**config.mk**
```make
export PLATFORM = sky130hd
export DESIGN_NAME = lgs_safety_ctrl
export DESIGN_NICKNAME = d
export VERILOG_FILES = /design/src/lgs_pkg.sv /design/src/lgs_tmr_if.sv /design/src/lgs_timer.sv /design/src/lgs_safety_ctrl.sv
export VERILOG_INCLUDE_DIRS = /design/src
export SDC_FILE = /design/constraint.sdc
export NUM_CORES = 1
export LEC_CHECK = 0
export BUFFER_PORTS_ARGS = -buffer_cell sky130_fd_sc_hd__buf_2
export CAP_MARGIN = 20
export CORE_AREA = 4 4 122 124
export CTS_CLUSTER_SIZE = 16
export DETAILED_ROUTE_END_ITERATION = 8
export DIE_AREA = 0 0 126 128
export GPL_ROUTABILITY_DRIVEN = 1
export GPL_TIMING_DRIVEN = 0
export MAX_ROUTING_LAYER = met4
export PLACE_DENSITY_LB_ADDON = 0.1
export REMOVE_ABC_BUFFERS = 1
export SLEW_MARGIN = 20
export SYNTH_ARGS = -nofsm -noshare
export SYNTH_HDL_FRONTEND = slang
export SYNTH_SLANG_ARGS = --single-unit
```
**constraint.sdc**
```tcl
create_clock -name clk_sys -period 4.1 [get_ports clk_sys]
set_input_delay 0.82 -clock clk_sys [delete_from_list [all_inputs] [get_ports clk_sys]]
set_output_delay 0.82 -clock clk_sys [all_outputs]
set_load 0.005 [all_outputs]
```
**src/lgs_regs.svh**
```systemverilog
// Register offsets, field positions and timing figures of the safety output controller
`ifndef LGS_REGS_SVH
`define LGS_REGS_SVH

// ==========================================================================
// Register map
`define LGS_ADDR_CTRL      8'h00
`define LGS_ADDR_STATUS    8'h04
`define LGS_ADDR_CONFIG    8'h08
`define LGS_CTRL_ERR_CLR   0
`define LGS_CTRL_TEST      1
`define LGS_RESP_OKAY      2'h0
`define LGS_RESP_SLVERR    2'h2

// ==========================================================================
// Switch pair roles and error vector
`define LGS_SW_TIMEOUT     0
`define LGS_SW_MUTING      1
`define LGS_SW_FEEDBACK    2
`define LGS_SW_RESTART     3
`define LGS_ERR_W          5

// ==========================================================================
// Timing figures as printed, and derived counts
`define LGS_CLK_HZ         100000000
`define LGS_MS_PER_S       1000
`define LGS_T_MUTE_MIN     10
`define LGS_T_PAIR_S       4
`define LGS_T_START_DS     5
`define LGS_T_FB_OPEN_MS   350
`define LGS_T_FB_CLOSE_MS  100
`define LGS_CNT_MS_DIV     (`LGS_CLK_HZ / `LGS_MS_PER_S)
`define LGS_CNT_MUTE_MS    (`LGS_T_MUTE_MIN * 60 * `LGS_MS_PER_S)
`define LGS_CNT_PAIR_MS    (`LGS_T_PAIR_S * `LGS_MS_PER_S)
`define LGS_CNT_START_MS   (`LGS_T_START_DS * `LGS_MS_PER_S / 10)
`define LGS_DIV_W          17
`define LGS_TMR_W          20

`endif

```
**src/lgs_pkg.sv**
```systemverilog
// Types shared by the safety output controller
`default_nettype none
package lgs_pkg;

    // Main operating states, one-hot
    typedef enum logic [3:0] {
        LGS_ST_RUN  = 4'h1,
        LGS_ST_TRIP = 4'h2,
        LGS_ST_ARM  = 4'h4,
        LGS_ST_SAFE = 4'h8
    } lgs_state_t;

endpackage
`default_nettype wire

```
**src/lgs_tmr_if.sv**
```systemverilog
// Control and expiry signals between the controller and one window timer
`timescale 1ns/1ps
`default_nettype none
`include "lgs_regs.svh"
interface lgs_tmr_if;
    logic                  run;
    logic                  tick;
    logic [`LGS_TMR_W-1:0] limit;
    logic                  expired;
    modport ctl (output run, output tick, output limit, input expired);
    modport tmr (input run, input tick, input limit, output expired);
endinterface
`default_nettype wire

```
**src/lgs_timer.sv**
```systemverilog
// Millisecond window timer, cleared whenever it is not running
`timescale 1ns/1ps
`default_nettype none
`include "lgs_regs.svh"
module lgs_timer (
    input  wire logic clk_sys,
    input  wire logic rst_n,
    lgs_tmr_if.tmr    tif
);
    logic [`LGS_TMR_W-1:0] cnt_reg;
    logic [`LGS_TMR_W-1:0] cnt_next;

    // ======================================================================
    // Count ticks up to the limit, then hold
    assign tif.expired = tif.run && (cnt_reg >= tif.limit);
    assign cnt_next    = !tif.run ? '0 :
                         (tif.tick && !tif.expired) ? cnt_reg + `LGS_TMR_W'(1) : cnt_reg;

    // Counter register
    always_ff @(posedge clk_sys or negedge rst_n) begin
        if (!rst_n) begin
            cnt_reg <= '0;
        end else begin
            cnt_reg <= cnt_next;
        end
    end
endmodule // lgs_timer
`default_nettype wire

```
**src/lgs_safety_ctrl.sv**
```systemverilog
// Safety output controller: trip, restart, feedback check, muting, AXI4-Lite registers
// Summary of operation
// - Beam interruption switches safety outputs off immediately
// - All switches on: 10 min, 4-beam, no feedback, auto
// - Feedback pair both on disables feedback monitoring
// - Restart pair both on selects automatic restart
// - Automatic mode restarts once field is clear
// - Interlock restart needs start held 0.5 s, field clear
// - Internal error locks outputs off until explicit reset
// - Output, optic, lamp, feedback faults are internal errors
// - Feedback must open within 350 ms after on
// - Feedback must close within 100 ms after off
// - Feedback checked on every trip and before restart
// - Active muting keeps outputs on despite interruptions
// - Second muting sensor within 4 s of first
// - Muting timeout with sensors active cancels muting, trips
// - No muting entry while tripped with field interrupted
`timescale 1ns/1ps
`default_nettype none
`include "lgs_regs.svh"
module lgs_safety_ctrl #(
    parameter int unsigned MS_DIV     = `LGS_CNT_MS_DIV,
    parameter int unsigned MUTE_TO_MS = `LGS_CNT_MUTE_MS
) (
    input  wire logic        clk_sys,
    input  wire logic        rst_n,
    input  wire logic [7:0]  s_axi_awaddr,
    input  wire logic        s_axi_awvalid,
    output logic             s_axi_awready,
    input  wire logic [31:0] s_axi_wdata,
    input  wire logic [3:0]  s_axi_wstrb,
    input  wire logic        s_axi_wvalid,
    output logic             s_axi_wready,
    output logic [1:0]       s_axi_bresp,
    output logic             s_axi_bvalid,
    input  wire logic        s_axi_bready,
    input  wire logic [7:0]  s_axi_araddr,
    input  wire logic        s_axi_arvalid,
    output logic             s_axi_arready,
    output logic [31:0]      s_axi_rdata,
    output logic [1:0]       s_axi_rresp,
    output logic             s_axi_rvalid,
    input  wire logic        s_axi_rready,
    input  wire logic        beam_clear_in,
    input  wire logic        start_btn_in,
    input  wire logic        fb_closed_in,
    input  wire logic        mute_s1_in,
    input  wire logic        mute_s2_in,
    input  wire logic        fault_output_in,
    input  wire logic        fault_optic_in,
    input  wire logic        fault_lamp_in,
    input  wire logic [7:0]  config_switch_pairs,
    output logic [1:0]       safety_output_pair,
    output logic             muting_lamp,
    output logic             safe_state
);
    // ======================================================================
    // Declarations
    logic [15:0]            sync1_reg;
    logic [15:0]            sync2_reg;
    logic [7:0]             cfg_sw;
    logic [3:0]             cfg_lo;
    logic [3:0]             cfg_hi;
    logic                   beam_clear;
    logic                   start_btn;
    logic                   fb_closed;
    logic                   mute_s1;
    logic                   mute_s2;
    logic                   f_out;
    logic                   f_opt;
    logic                   f_lamp;
    logic                   cfg_ok;
    logic                   to_en;
    logic                   four_beam;
    logic                   mon_en;
    logic                   auto_rst;
    logic                   fb_ok;
    logic                   beam_int;
    logic                   trip;
    logic                   out_on;
    logic [`LGS_DIV_W-1:0]  ms_cnt_reg;
    logic                   ms_tick_reg;
    logic                   ms_wrap;
    lgs_pkg::lgs_state_t    st_reg;
    lgs_pkg::lgs_state_t    st_next;
    logic [`LGS_ERR_W-1:0]  err_reg;
    logic [`LGS_ERR_W-1:0]  err_set;
    logic [`LGS_ERR_W-1:0]  err_next;
    logic                   err_any;
    logic                   err_clr;
    logic                   test_reg;
    logic                   fb_err;
    logic                   start_done;
    logic                   mute_to_exp;
    logic                   pair_exp;
    logic                   mute_reg;
    logic                   mute_next;
    logic                   mute_go;
    logic                   mute_blk_reg;
    logic                   first_s2_reg;
    logic                   s_none;
    logic                   s_both;
    logic                   s_one;
    logic                   aw_got_reg;
    logic                   w_got_reg;
    logic [7:0]             awaddr_reg;
    logic [31:0]            wdata_reg;
    logic [3:0]             wstrb_reg;
    logic                   aw_take;
    logic                   w_take;
    logic                   ar_take;
    logic                   wr_go;
    logic [7:0]             wr_addr;
    logic [31:0]            wr_data;
    logic [3:0]             wr_strb;
    logic                   wr_ctrl;
    logic                   aw_got_next;
    logic                   w_got_next;
    logic                   bvalid_next;
    logic                   rvalid_next;
    logic [31:0]            rd_word;
    logic                   rd_hit;

    lgs_tmr_if tmr[4] ();

    // ======================================================================
    // Pin synchronisers, two flops deep
    always_ff @(posedge clk_sys or negedge rst_n) begin
        if (!rst_n) begin
            sync1_reg <= '0;
            sync2_reg <= '0;
        end else begin
            sync1_reg <= {config_switch_pairs, fault_lamp_in, fault_optic_in, fault_output_in,
                          mute_s2_in, mute_s1_in, fb_closed_in, start_btn_in, beam_clear_in};
            sync2_reg <= sync1_reg;
        end
    end

    // Synchronised pin names and switch pair decode
    assign {cfg_sw, f_lamp, f_opt, f_out, mute_s2, mute_s1, fb_closed, start_btn,
            beam_clear} = sync2_reg;
    assign {cfg_hi, cfg_lo} = cfg_sw;
    assign cfg_ok    = (cfg_lo == cfg_hi);
    assign to_en     = cfg_lo[`LGS_SW_TIMEOUT];
    assign four_beam = cfg_lo[`LGS_SW_MUTING];
    assign mon_en    = !cfg_lo[`LGS_SW_FEEDBACK];
    assign auto_rst  = cfg_lo[`LGS_SW_RESTART];

    // ======================================================================
    // Millisecond enable divider
    assign ms_wrap = (ms_cnt_reg == `LGS_DIV_W'(MS_DIV - 1));
    always_ff @(posedge clk_sys or negedge rst_n) begin
        if (!rst_n) begin
            ms_cnt_reg  <= '0;
            ms_tick_reg <= 1'b0;
        end else begin
            ms_cnt_reg  <= ms_wrap ? '0 : ms_cnt_reg + `LGS_DIV_W'(1);
            ms_tick_reg <= ms_wrap;
        end
    end

    // ======================================================================
    // Window timers: start hold, sensor pair, muting timeout, feedback
    for (genvar gi = 0; gi < 4; gi++) begin : g_tmr
        assign tmr[gi].tick = ms_tick_reg;
        lgs_timer u_tmr (
            .clk_sys (clk_sys),
            .rst_n   (rst_n),
            .tif     (tmr[gi])
        );
    end

    // Start button held while armed
    assign tmr[0].run   = start_btn && (st_reg == lgs_pkg::LGS_ST_ARM);
    assign tmr[0].limit = `LGS_TMR_W'(`LGS_CNT_START_MS);
    assign start_done   = tmr[0].expired;

    // One sensor active while waiting for the second
    assign tmr[1].run   = s_one && !mute_reg;
    assign tmr[1].limit = `LGS_TMR_W'(`LGS_CNT_PAIR_MS);
    assign pair_exp     = tmr[1].expired;

    // Muting duration, only when the timeout is selected
    assign tmr[2].run   = mute_reg && to_en;
    assign tmr[2].limit = `LGS_TMR_W'(MUTE_TO_MS);
    assign mute_to_exp  = tmr[2].expired;

    // Feedback contact in the wrong state for the present output level
    assign tmr[3].run   = mon_en && (fb_closed == out_on);
    assign tmr[3].limit = out_on ? `LGS_TMR_W'(`LGS_T_FB_OPEN_MS)
                                 : `LGS_TMR_W'(`LGS_T_FB_CLOSE_MS);
    assign fb_err       = tmr[3].expired;
    assign fb_ok        = !mon_en || fb_closed;

    // ======================================================================
    // Error collection; a new fault wins over a clear in the same cycle
    assign err_set  = {!cfg_ok, fb_err, f_lamp, f_opt, f_out};
    assign err_next = (err_reg & ~{`LGS_ERR_W{err_clr}}) | err_set;
    assign err_any  = (|err_reg) || (|err_set);
    always_ff @(posedge clk_sys or negedge rst_n) begin
        if (!rst_n) begin
            err_reg <= '0;
        end else begin
            err_reg <= err_next;
        end
    end

    // ======================================================================
    // Trip conditions
    assign out_on   = safety_output_pair[0];
    assign beam_int = !beam_clear || test_reg;
    assign trip     = (beam_int && !mute_reg) || mute_to_exp;

    // Operating state sequencing
    always_comb begin
        st_next = st_reg;
        unique case (st_reg)
            lgs_pkg::LGS_ST_RUN: begin
                if (trip) st_next = lgs_pkg::LGS_ST_TRIP;
            end
            lgs_pkg::LGS_ST_TRIP: begin
                if (!beam_int && fb_ok) begin
                    st_next = auto_rst ? lgs_pkg::LGS_ST_RUN
                                       : lgs_pkg::LGS_ST_ARM;
                end
            end
            lgs_pkg::LGS_ST_ARM: begin
                if (beam_int) st_next = lgs_pkg::LGS_ST_TRIP;
                else if (start_done && fb_ok) st_next = lgs_pkg::LGS_ST_RUN;
            end
            lgs_pkg::LGS_ST_SAFE: begin
                if (!err_any) st_next = lgs_pkg::LGS_ST_TRIP;
            end
            default: st_next = lgs_pkg::LGS_ST_SAFE;
        endcase
        if (err_any) st_next = lgs_pkg::LGS_ST_SAFE;
    end

    // State and output registers
    always_ff @(posedge clk_sys or negedge rst_n) begin
        if (!rst_n) begin
            st_reg             <= lgs_pkg::LGS_ST_SAFE;
            safety_output_pair <= 2'h0;
            safe_state         <= 1'b1;
            muting_lamp        <= 1'b0;
        end else begin
            st_reg             <= st_next;
            safety_output_pair <= {2{st_next == lgs_pkg::LGS_ST_RUN}};
            safe_state         <= (st_next == lgs_pkg::LGS_ST_SAFE);
            muting_lamp        <= mute_next;
        end
    end

    // ======================================================================
    // Muting entry and exit
    assign s_none    = !mute_s1 && !mute_s2;
    assign s_both    = mute_s1 && mute_s2;
    assign s_one     = mute_s1 ^ mute_s2;
    assign mute_go   = (st_reg == lgs_pkg::LGS_ST_RUN) && s_both && !mute_blk_reg
                       && !pair_exp && (four_beam || !first_s2_reg) && !f_lamp
                       && !mute_to_exp;
    assign mute_next = mute_go || (mute_reg && !s_none && !mute_to_exp &&
                                   (st_reg == lgs_pkg::LGS_ST_RUN));
    always_ff @(posedge clk_sys or negedge rst_n) begin
        if (!rst_n) begin
            mute_reg     <= 1'b0;
            mute_blk_reg <= 1'b0;
            first_s2_reg <= 1'b0;
        end else begin
            mute_reg     <= mute_next;
            mute_blk_reg <= !s_none && (mute_blk_reg || pair_exp || mute_to_exp);
            first_s2_reg <= !s_none && (first_s2_reg || (mute_s2 && !mute_s1 && !mute_reg));
        end
    end

    // ======================================================================
    // AXI4-Lite write path: address and data taken in either order
    assign aw_take     = s_axi_awvalid && s_axi_awready;
    assign w_take      = s_axi_wvalid && s_axi_wready;
    assign wr_go       = (aw_got_reg || aw_take) && (w_got_reg || w_take);
    assign aw_got_next = (aw_got_reg || aw_take) && !wr_go;
    assign w_got_next  = (w_got_reg || w_take) && !wr_go;
    assign bvalid_next = wr_go || (s_axi_bvalid && !s_axi_bready);
    assign wr_addr     = aw_got_reg ? awaddr_reg : s_axi_awaddr;
    assign wr_data     = w_got_reg ? wdata_reg : s_axi_wdata;
    assign wr_strb     = w_got_reg ? wstrb_reg : s_axi_wstrb;
    assign wr_ctrl     = wr_go && (wr_addr == `LGS_ADDR_CTRL);
    assign err_clr     = wr_ctrl && wr_strb[0] && wr_data[`LGS_CTRL_ERR_CLR];

    // Write channel registers
    always_ff @(posedge clk_sys or negedge rst_n) begin
        if (!rst_n) begin
            aw_got_reg    <= 1'b0;
            w_got_reg     <= 1'b0;
            awaddr_reg    <= 8'h00;
            wdata_reg     <= 32'h0000_0000;
            wstrb_reg     <= 4'h0;
            s_axi_awready <= 1'b1;
            s_axi_wready  <= 1'b1;
            s_axi_bvalid  <= 1'b0;
            s_axi_bresp   <= `LGS_RESP_OKAY;
            test_reg      <= 1'b0;
        end else begin
            aw_got_reg    <= aw_got_next;
            w_got_reg     <= w_got_next;
            if (aw_take) awaddr_reg <= s_axi_awaddr;
            if (w_take) begin
                wdata_reg <= s_axi_wdata;
                wstrb_reg <= s_axi_wstrb;
            end
            s_axi_awready <= !aw_got_next && !bvalid_next;
            s_axi_wready  <= !w_got_next && !bvalid_next;
            s_axi_bvalid  <= bvalid_next;
            if (wr_go) s_axi_bresp <= wr_ctrl ? `LGS_RESP_OKAY : `LGS_RESP_SLVERR;
            if (wr_ctrl && wr_strb[0]) test_reg <= wr_data[`LGS_CTRL_TEST];
        end
    end

    // ======================================================================
    // AXI4-Lite read path and register decode
    assign ar_take     = s_axi_arvalid && s_axi_arready;
    assign rvalid_next = ar_take || (s_axi_rvalid && !s_axi_rready);
    assign rd_hit      = (s_axi_araddr == `LGS_ADDR_CTRL) ||
                         (s_axi_araddr == `LGS_ADDR_STATUS) ||
                         (s_axi_araddr == `LGS_ADDR_CONFIG);
    assign rd_word     = (s_axi_araddr == `LGS_ADDR_CTRL)   ? 32'({test_reg, 1'b0}) :
                         (s_axi_araddr == `LGS_ADDR_STATUS) ? 32'({err_reg, fb_closed,
                                                               muting_lamp, out_on, st_reg}) :
                         (s_axi_araddr == `LGS_ADDR_CONFIG) ? 32'(cfg_sw) : 32'h0000_0000;

    // Read channel registers
    always_ff @(posedge clk_sys or negedge rst_n) begin
        if (!rst_n) begin
            s_axi_arready <= 1'b1;
            s_axi_rvalid  <= 1'b0;
            s_axi_rdata   <= 32'h0000_0000;
            s_axi_rresp   <= `LGS_RESP_OKAY;
        end else begin
            s_axi_arready <= !rvalid_next;
            s_axi_rvalid  <= rvalid_next;
            if (ar_take) begin
                s_axi_rdata <= rd_word;
                s_axi_rresp <= rd_hit ? `LGS_RESP_OKAY : `LGS_RESP_SLVERR;
            end
        end
    end
endmodule // lgs_safety_ctrl
`default_nettype wire

```
; ---- Yosys cells after proc, flatten, opt, wreduce, memory -nomap -nowiden
; Index checks and enable logic that the tools add are counted.
[classes]
n_addsub = 5
n_lt_le_gt_ge = 4
n_eq_ne = 15
n_mux = 25
bitwise_logic = 4
n_reduce_logical = 84
[op_table]
columns = cell, count
row1 = $mux W20, 8
row2 = $add A20 B1 Y20 const B, 4
row3 = $logic_and A1 B1 Y1, 43
row4 = $mux W12, 2
row5 = $logic_not A1 Y1, 22
row6 = $ge A20 B12 Y1 const B, 1
row7 = $ge A20 B20 Y1 const B, 1
row8 = $ge A20 B9 Y1, 1
row9 = $ge A20 B9 Y1 const B, 1
row10 = $mux W4, 5
row11 = $add A17 B1 Y17 const B, 1
row12 = $eq A17 B17 Y1 const B, 1
row13 = $mux W17, 1
row14 = $logic_not A8 Y1, 2
row15 = $mux W8, 2
row16 = $pmux W4 S4, 1
row17 = $logic_or A1 B1 Y1, 15
row18 = $reduce_or A5 Y1, 2
row19 = $mux W9, 1
row20 = $eq A4 B1 Y1 const B, 2
row21 = $eq A4 B4 Y1 const B, 2
row22 = $eq A8 B3 Y1 const B, 1
row23 = $eq A8 B4 Y1 const B, 1
row24 = $ne A2 B2 Y1 const B, 4
row25 = 11 further kinds, 13
[word_totals]
regBits = 199
output_inout_bits = 45
word_cells = 166

; ---- Depth between registers and ports, before layout
[depth]
depth_word = 9
mapped_depth = 8
depth_no_buf = 7

; ---- Hierarchy
; Synthesis repeated with hierarchy kept, for this count alone.
[hier_totals]
cells_unflattened = 1069
area_unflattened_um2 = 10644.0
[modules_own_cells]
columns = module, n_inst, cells_each, area_each_um2
row1 = lgs_timer, 4, 184, 1654.1
row2 = lgs_safety_ctrl, 1, 333, 4027.6

; ---- Worst setup path after synthesis
; Ideal clock, no wire load.
[synth_timing]
path_type = input-to-reg
from = in s_axi_araddr[5]
to = reg s_axi_rdata[0]
setup_ns = 0.083
arrival_time_ns = 1.941
slack_ns = 2.076
path_stages = 5
n_path_buf = 0
path_cell_list = nor4_1 nand2_1 nor3b_1 a22oi_1 o21ai_0
[synth_via]
elab_chain_cells = 4
[synth_rtl]
columns = element, line
row1 = "start, declared", lgs_safety_ctrl.sv:37  ; input wire logic [7:0] s_axi_araddr,
row2 = $eq A8 B4 Y1 (no line), --
row3 = $mux W8, lgs_safety_ctrl.sv:329  ; (s_axi_araddr == `LGS_ADDR_CONFIG) ? 32'(cfg_sw) : 32'h0000_0000;
row4 = $mux W12, lgs_safety_ctrl.sv:327  ; (s_axi_araddr == `LGS_ADDR_STATUS) ? 32'({err_reg, fb_closed,
row5 = $mux W12 *, lgs_safety_ctrl.sv:326  ; assign rd_word = (s_axi_araddr == `LGS_ADDR_CTRL) ? 32'({test_reg, 1'b0}) :
row6 = "end signal, assigned", lgs_safety_ctrl.sv:342  ; s_axi_rdata <= rd_word;
row7 = "end, declared", lgs_safety_ctrl.sv:40  ; output logic [31:0] s_axi_rdata,
; Mark *: on every way between the ends. The rest lies on a longest branch, timed or not.
; A chain may end at the register's enable or synchronous reset.

; ---- Worst setup path in the final report
[layout_timing]
from = reg, netlist name safety_output_pair[0]
to = reg st_reg[2]
[layout_via]
elab_chain_cells = 6
[layout_rtl]
columns = element, line
row1 = $mux W9 or $eq A1 B1 Y1 (tied branches), "lgs_safety_ctrl.sv:190, lgs_safety_ctrl.sv:189"
row2 = $ge A20 B9 Y1 or $logic_and A1 B1 Y1 (tied branches), "lgs_timer.sv:15, lgs_safety_ctrl.sv:189"
row3 = $logic_and A1 B1 Y1 *, lgs_timer.sv:15  ; assign tif.expired = tif.run && (cnt_reg >= tif.limit);
row4 = $reduce_or A5 Y1 *, lgs_safety_ctrl.sv:199  ; assign err_any = (|err_reg) || (|err_set);
row5 = $logic_or A1 B1 Y1 *, lgs_safety_ctrl.sv:199
row6 = $mux W4 *, lgs_safety_ctrl.sv:236  ; if (err_any) st_next = lgs_pkg::LGS_ST_SAFE;
row7 = net st_next[2], lgs_safety_ctrl.sv:85  ; lgs_pkg::lgs_state_t st_next;
row8 = "end signal, assigned", lgs_safety_ctrl.sv:242  ; st_reg <= lgs_pkg::LGS_ST_SAFE;
row9 = "end signal, assigned", lgs_safety_ctrl.sv:247  ; st_reg <= st_next;
row10 = "end, declared", lgs_safety_ctrl.sv:84  ; lgs_pkg::lgs_state_t st_reg;
; The timed path passes the listed nets; every way through them passes the cells marked *.

==> reports/qor.yml <==
status:
  outcome: "finished clean"
power:
  static-leakage-power_uw: 0.00405
  total_power_uw: 3890
  p_per_area_nw_per_um2: 428
  peakVddDrop_mv: 0.309
floorplanning:
  core_area_sq_um: 13800
  dieWidth_um: 126
  die_y_um: 128
  row_count: 43
  ios: 120
  start_util: 0.588
  dieArea_sq_um: 16100
worst_setup_path:
  critical_path_class: "register to register"
  path_max_fanout: 19
  crit_arrival_ps: 2940
  end_kind: "register"
  required_ps: 4400
  cp-start-kind: "register"
logic_synthesis:
  netlist_area_sq_um: 8090
  synth-main-ff-cell: "dfrtp_1"
  syn_area_per_cell_sq_um: 10.6
  yosysWarnings: 0
  ys_ff_latch: 177
  ys_seq_area_frac: 0.548
  ys_async_sr_fraction: 1.00
  synth_cells: 763
  synth_edf_count: 0
  ys_types: 61
grt:
  grt_use_met3: 0.0525
  met2_usage: 0.352
  antenna_found_initial: 0
  grt_pass1_wl_mm: 28.3
  grtUsageTotal: 0.222
  grt_pass1_vias: 5933
  use_met1: 0.284
  grt.busiest_layer: "met2"
  grt_max_degree: 92
  overflow: 0
layout:
  area_growth_pct: 12.4
  final_common_cell: "dfrtp_1"
  nNetsFinal: 911
  fillers: 1084
  drive_gt1_frac: 0.156
  final_cell_mix: "172 x dfrtp_1, 71 x nand2_1, 63 x buf_2, 53 x nor2_1, 34 x a21oi_1"
  antenna_cells: 0
  largest_reg_flops: 80
drt:
  postRouteAntennaNets: 0
  wirelength_mm: 16.3
  drt_iter0_markers: 443
  drc: 0
  firstDrtPassIters: 4
  vias: 5822
  viasPerCell: 5.75
  post_drt_wl_per_cell_um: 16.1
cts:
  cts_sinks: 177
  cts_tree: "yes"
  post_cts_resized: 0
  htreeDepth: 4
  cts_buffer_depth: 2
  clk_pin_slew_ps: 60
  post_cts_buffers: 0
  clkLatencyLatePin_ps: 430
  cts-root-buf: "clkbuf_16"
  numCtsBuffers: 17
  ctsHoldBuffers: 0
placed_design:
  io_buffers: 64
  gp_congestion: 0.849
  hpwlAfterDp_mm: 11.3
run:
  maxCapViolations: 0
min_path:
  min_path_type: "register to register"
timing:
  rsz0062_at_grt: "no"
  worst_slew_pin_slew_ps: 1050
  slew_headroom: 0.299
  fin_skew_ps: 14.2
  fin_crit_sh: 0.645
  fin_setup_tns_ps: 0
  drv_slew: 0
  min_period_ps: 2640
  hold_violations: 0
  setup_viol: 0
  fmax_mhz: 378
## final timing paths
kind | startpoint | end | slack [ps] | cells past startpoint
setup / recovery | safety_output_pair[0]$_DFF_PN0_ | st_reg[2]$_DFF_PN0_ | 1460 | 5
hold / removal | sync1_reg[15]$_DFF_PN0_ | sync2_reg[15]$_DFF_PN0_ | 340 | 0
setup reg to reg | safety_output_pair[0]$_DFF_PN0_ | st_reg[2]$_DFF_PN0_ | 1460 | 5
hold reg to reg | sync1_reg[15]$_DFF_PN0_ | sync2_reg[15]$_DFF_PN0_ | 340 | 0
max in group asynchronous | rst_n | g_tmr[2].u_tmr.cnt_reg[0]$_DFFE_PN0P_ | 2850 | 2
min in group asynchronous | rst_n | g_tmr[0].u_tmr.cnt_reg[17]$_DFFE_PN0P_ | 410 | 1
## power by group
part | internal (uW) | switching, uW
Combinational | 131 | 158
Clock | 1020 | 646
Sequential | 1860 | 72.7
Total | 3020 | 876
## worst max-delay path: stages (launching register included)
cell	delay, ps
dfrtp_1	500
xor2_1	260
nor2_1	820
nand2b_1	360
o211ai_1	460
nor4_1	110
## metal layers
layer,wire (um),part of all wire
met1,7150,0.44
met5,0,0
met4,400,0.025
met2,8100,0.50
met3,636,0.039
## per-stage QoR
| step | hold WS [ps] | utilization | setup WS (ps) | cell area, sq um | instances |
|---|---|---|---|---|---|
| 5_1_grt | 358 | 0.660 | 1260 | 9090 | 1013 |
| 6_report | 345 | 0.660 | 1460 | 9090 | 1013 |
| 2_1_floorplan | 331 | - | 1870 | 7880 | 736 |
| 3_5_place_dp | 335 | 0.615 | 1470 | 8470 | 981 |
| 4_1_cts | 349 | 0.660 | 1460 | 9090 | 1013 |
| 3_3_place_gp | 334 | 0.612 | -422 | 8430 | 980 |
## synth_stat cells (all sizes together), types with 11 or more instances
library cell / count / area [sq um]
and2: 25 / 156
buf: 29 / 220
ha: 16 / 200
inv: 20 / 75.1
nand4: 19 / 119
or3: 13 / 81.3
o21ai: 37 / 196
mux2: 11 / 124
dfrtp: 172 / 4300
and3: 26 / 174
nor2: 54 / 219
clkbuf: 19 / 72.6
mux2i: 15 / 150
xnor2: 19 / 166
nand2: 71 / 267
nor4: 17 / 119
nor3: 17 / 85.1
a21oi: 35 / 179
nand3: 26 / 130
## cell type report
type,count,area [sq um],share of cell area
inverter,20,75.1,0.00825
multi-input combinational,539,3380,0.372
clock inverter,8,126,0.0139
clock buffer,24,492,0.0541
timing repair buffer,65,358,0.0393
sequential,177,4440,0.488
tap,180,225,0.0248
## cells by family after synthesis
logic type / Yosys count / share of synthesized area
buf+inv: 68 / 0.0454
simple gates: 305 / 0.200
flops: 177 / 0.548
mux: 26 / 0.0339
xor+xnor: 29 / 0.0314
other cells: 1 / 0.000463
fa+ha+maj: 16 / 0.0247
compound gates: 141 / 0.116
Power figures use the tool's default switching activity.
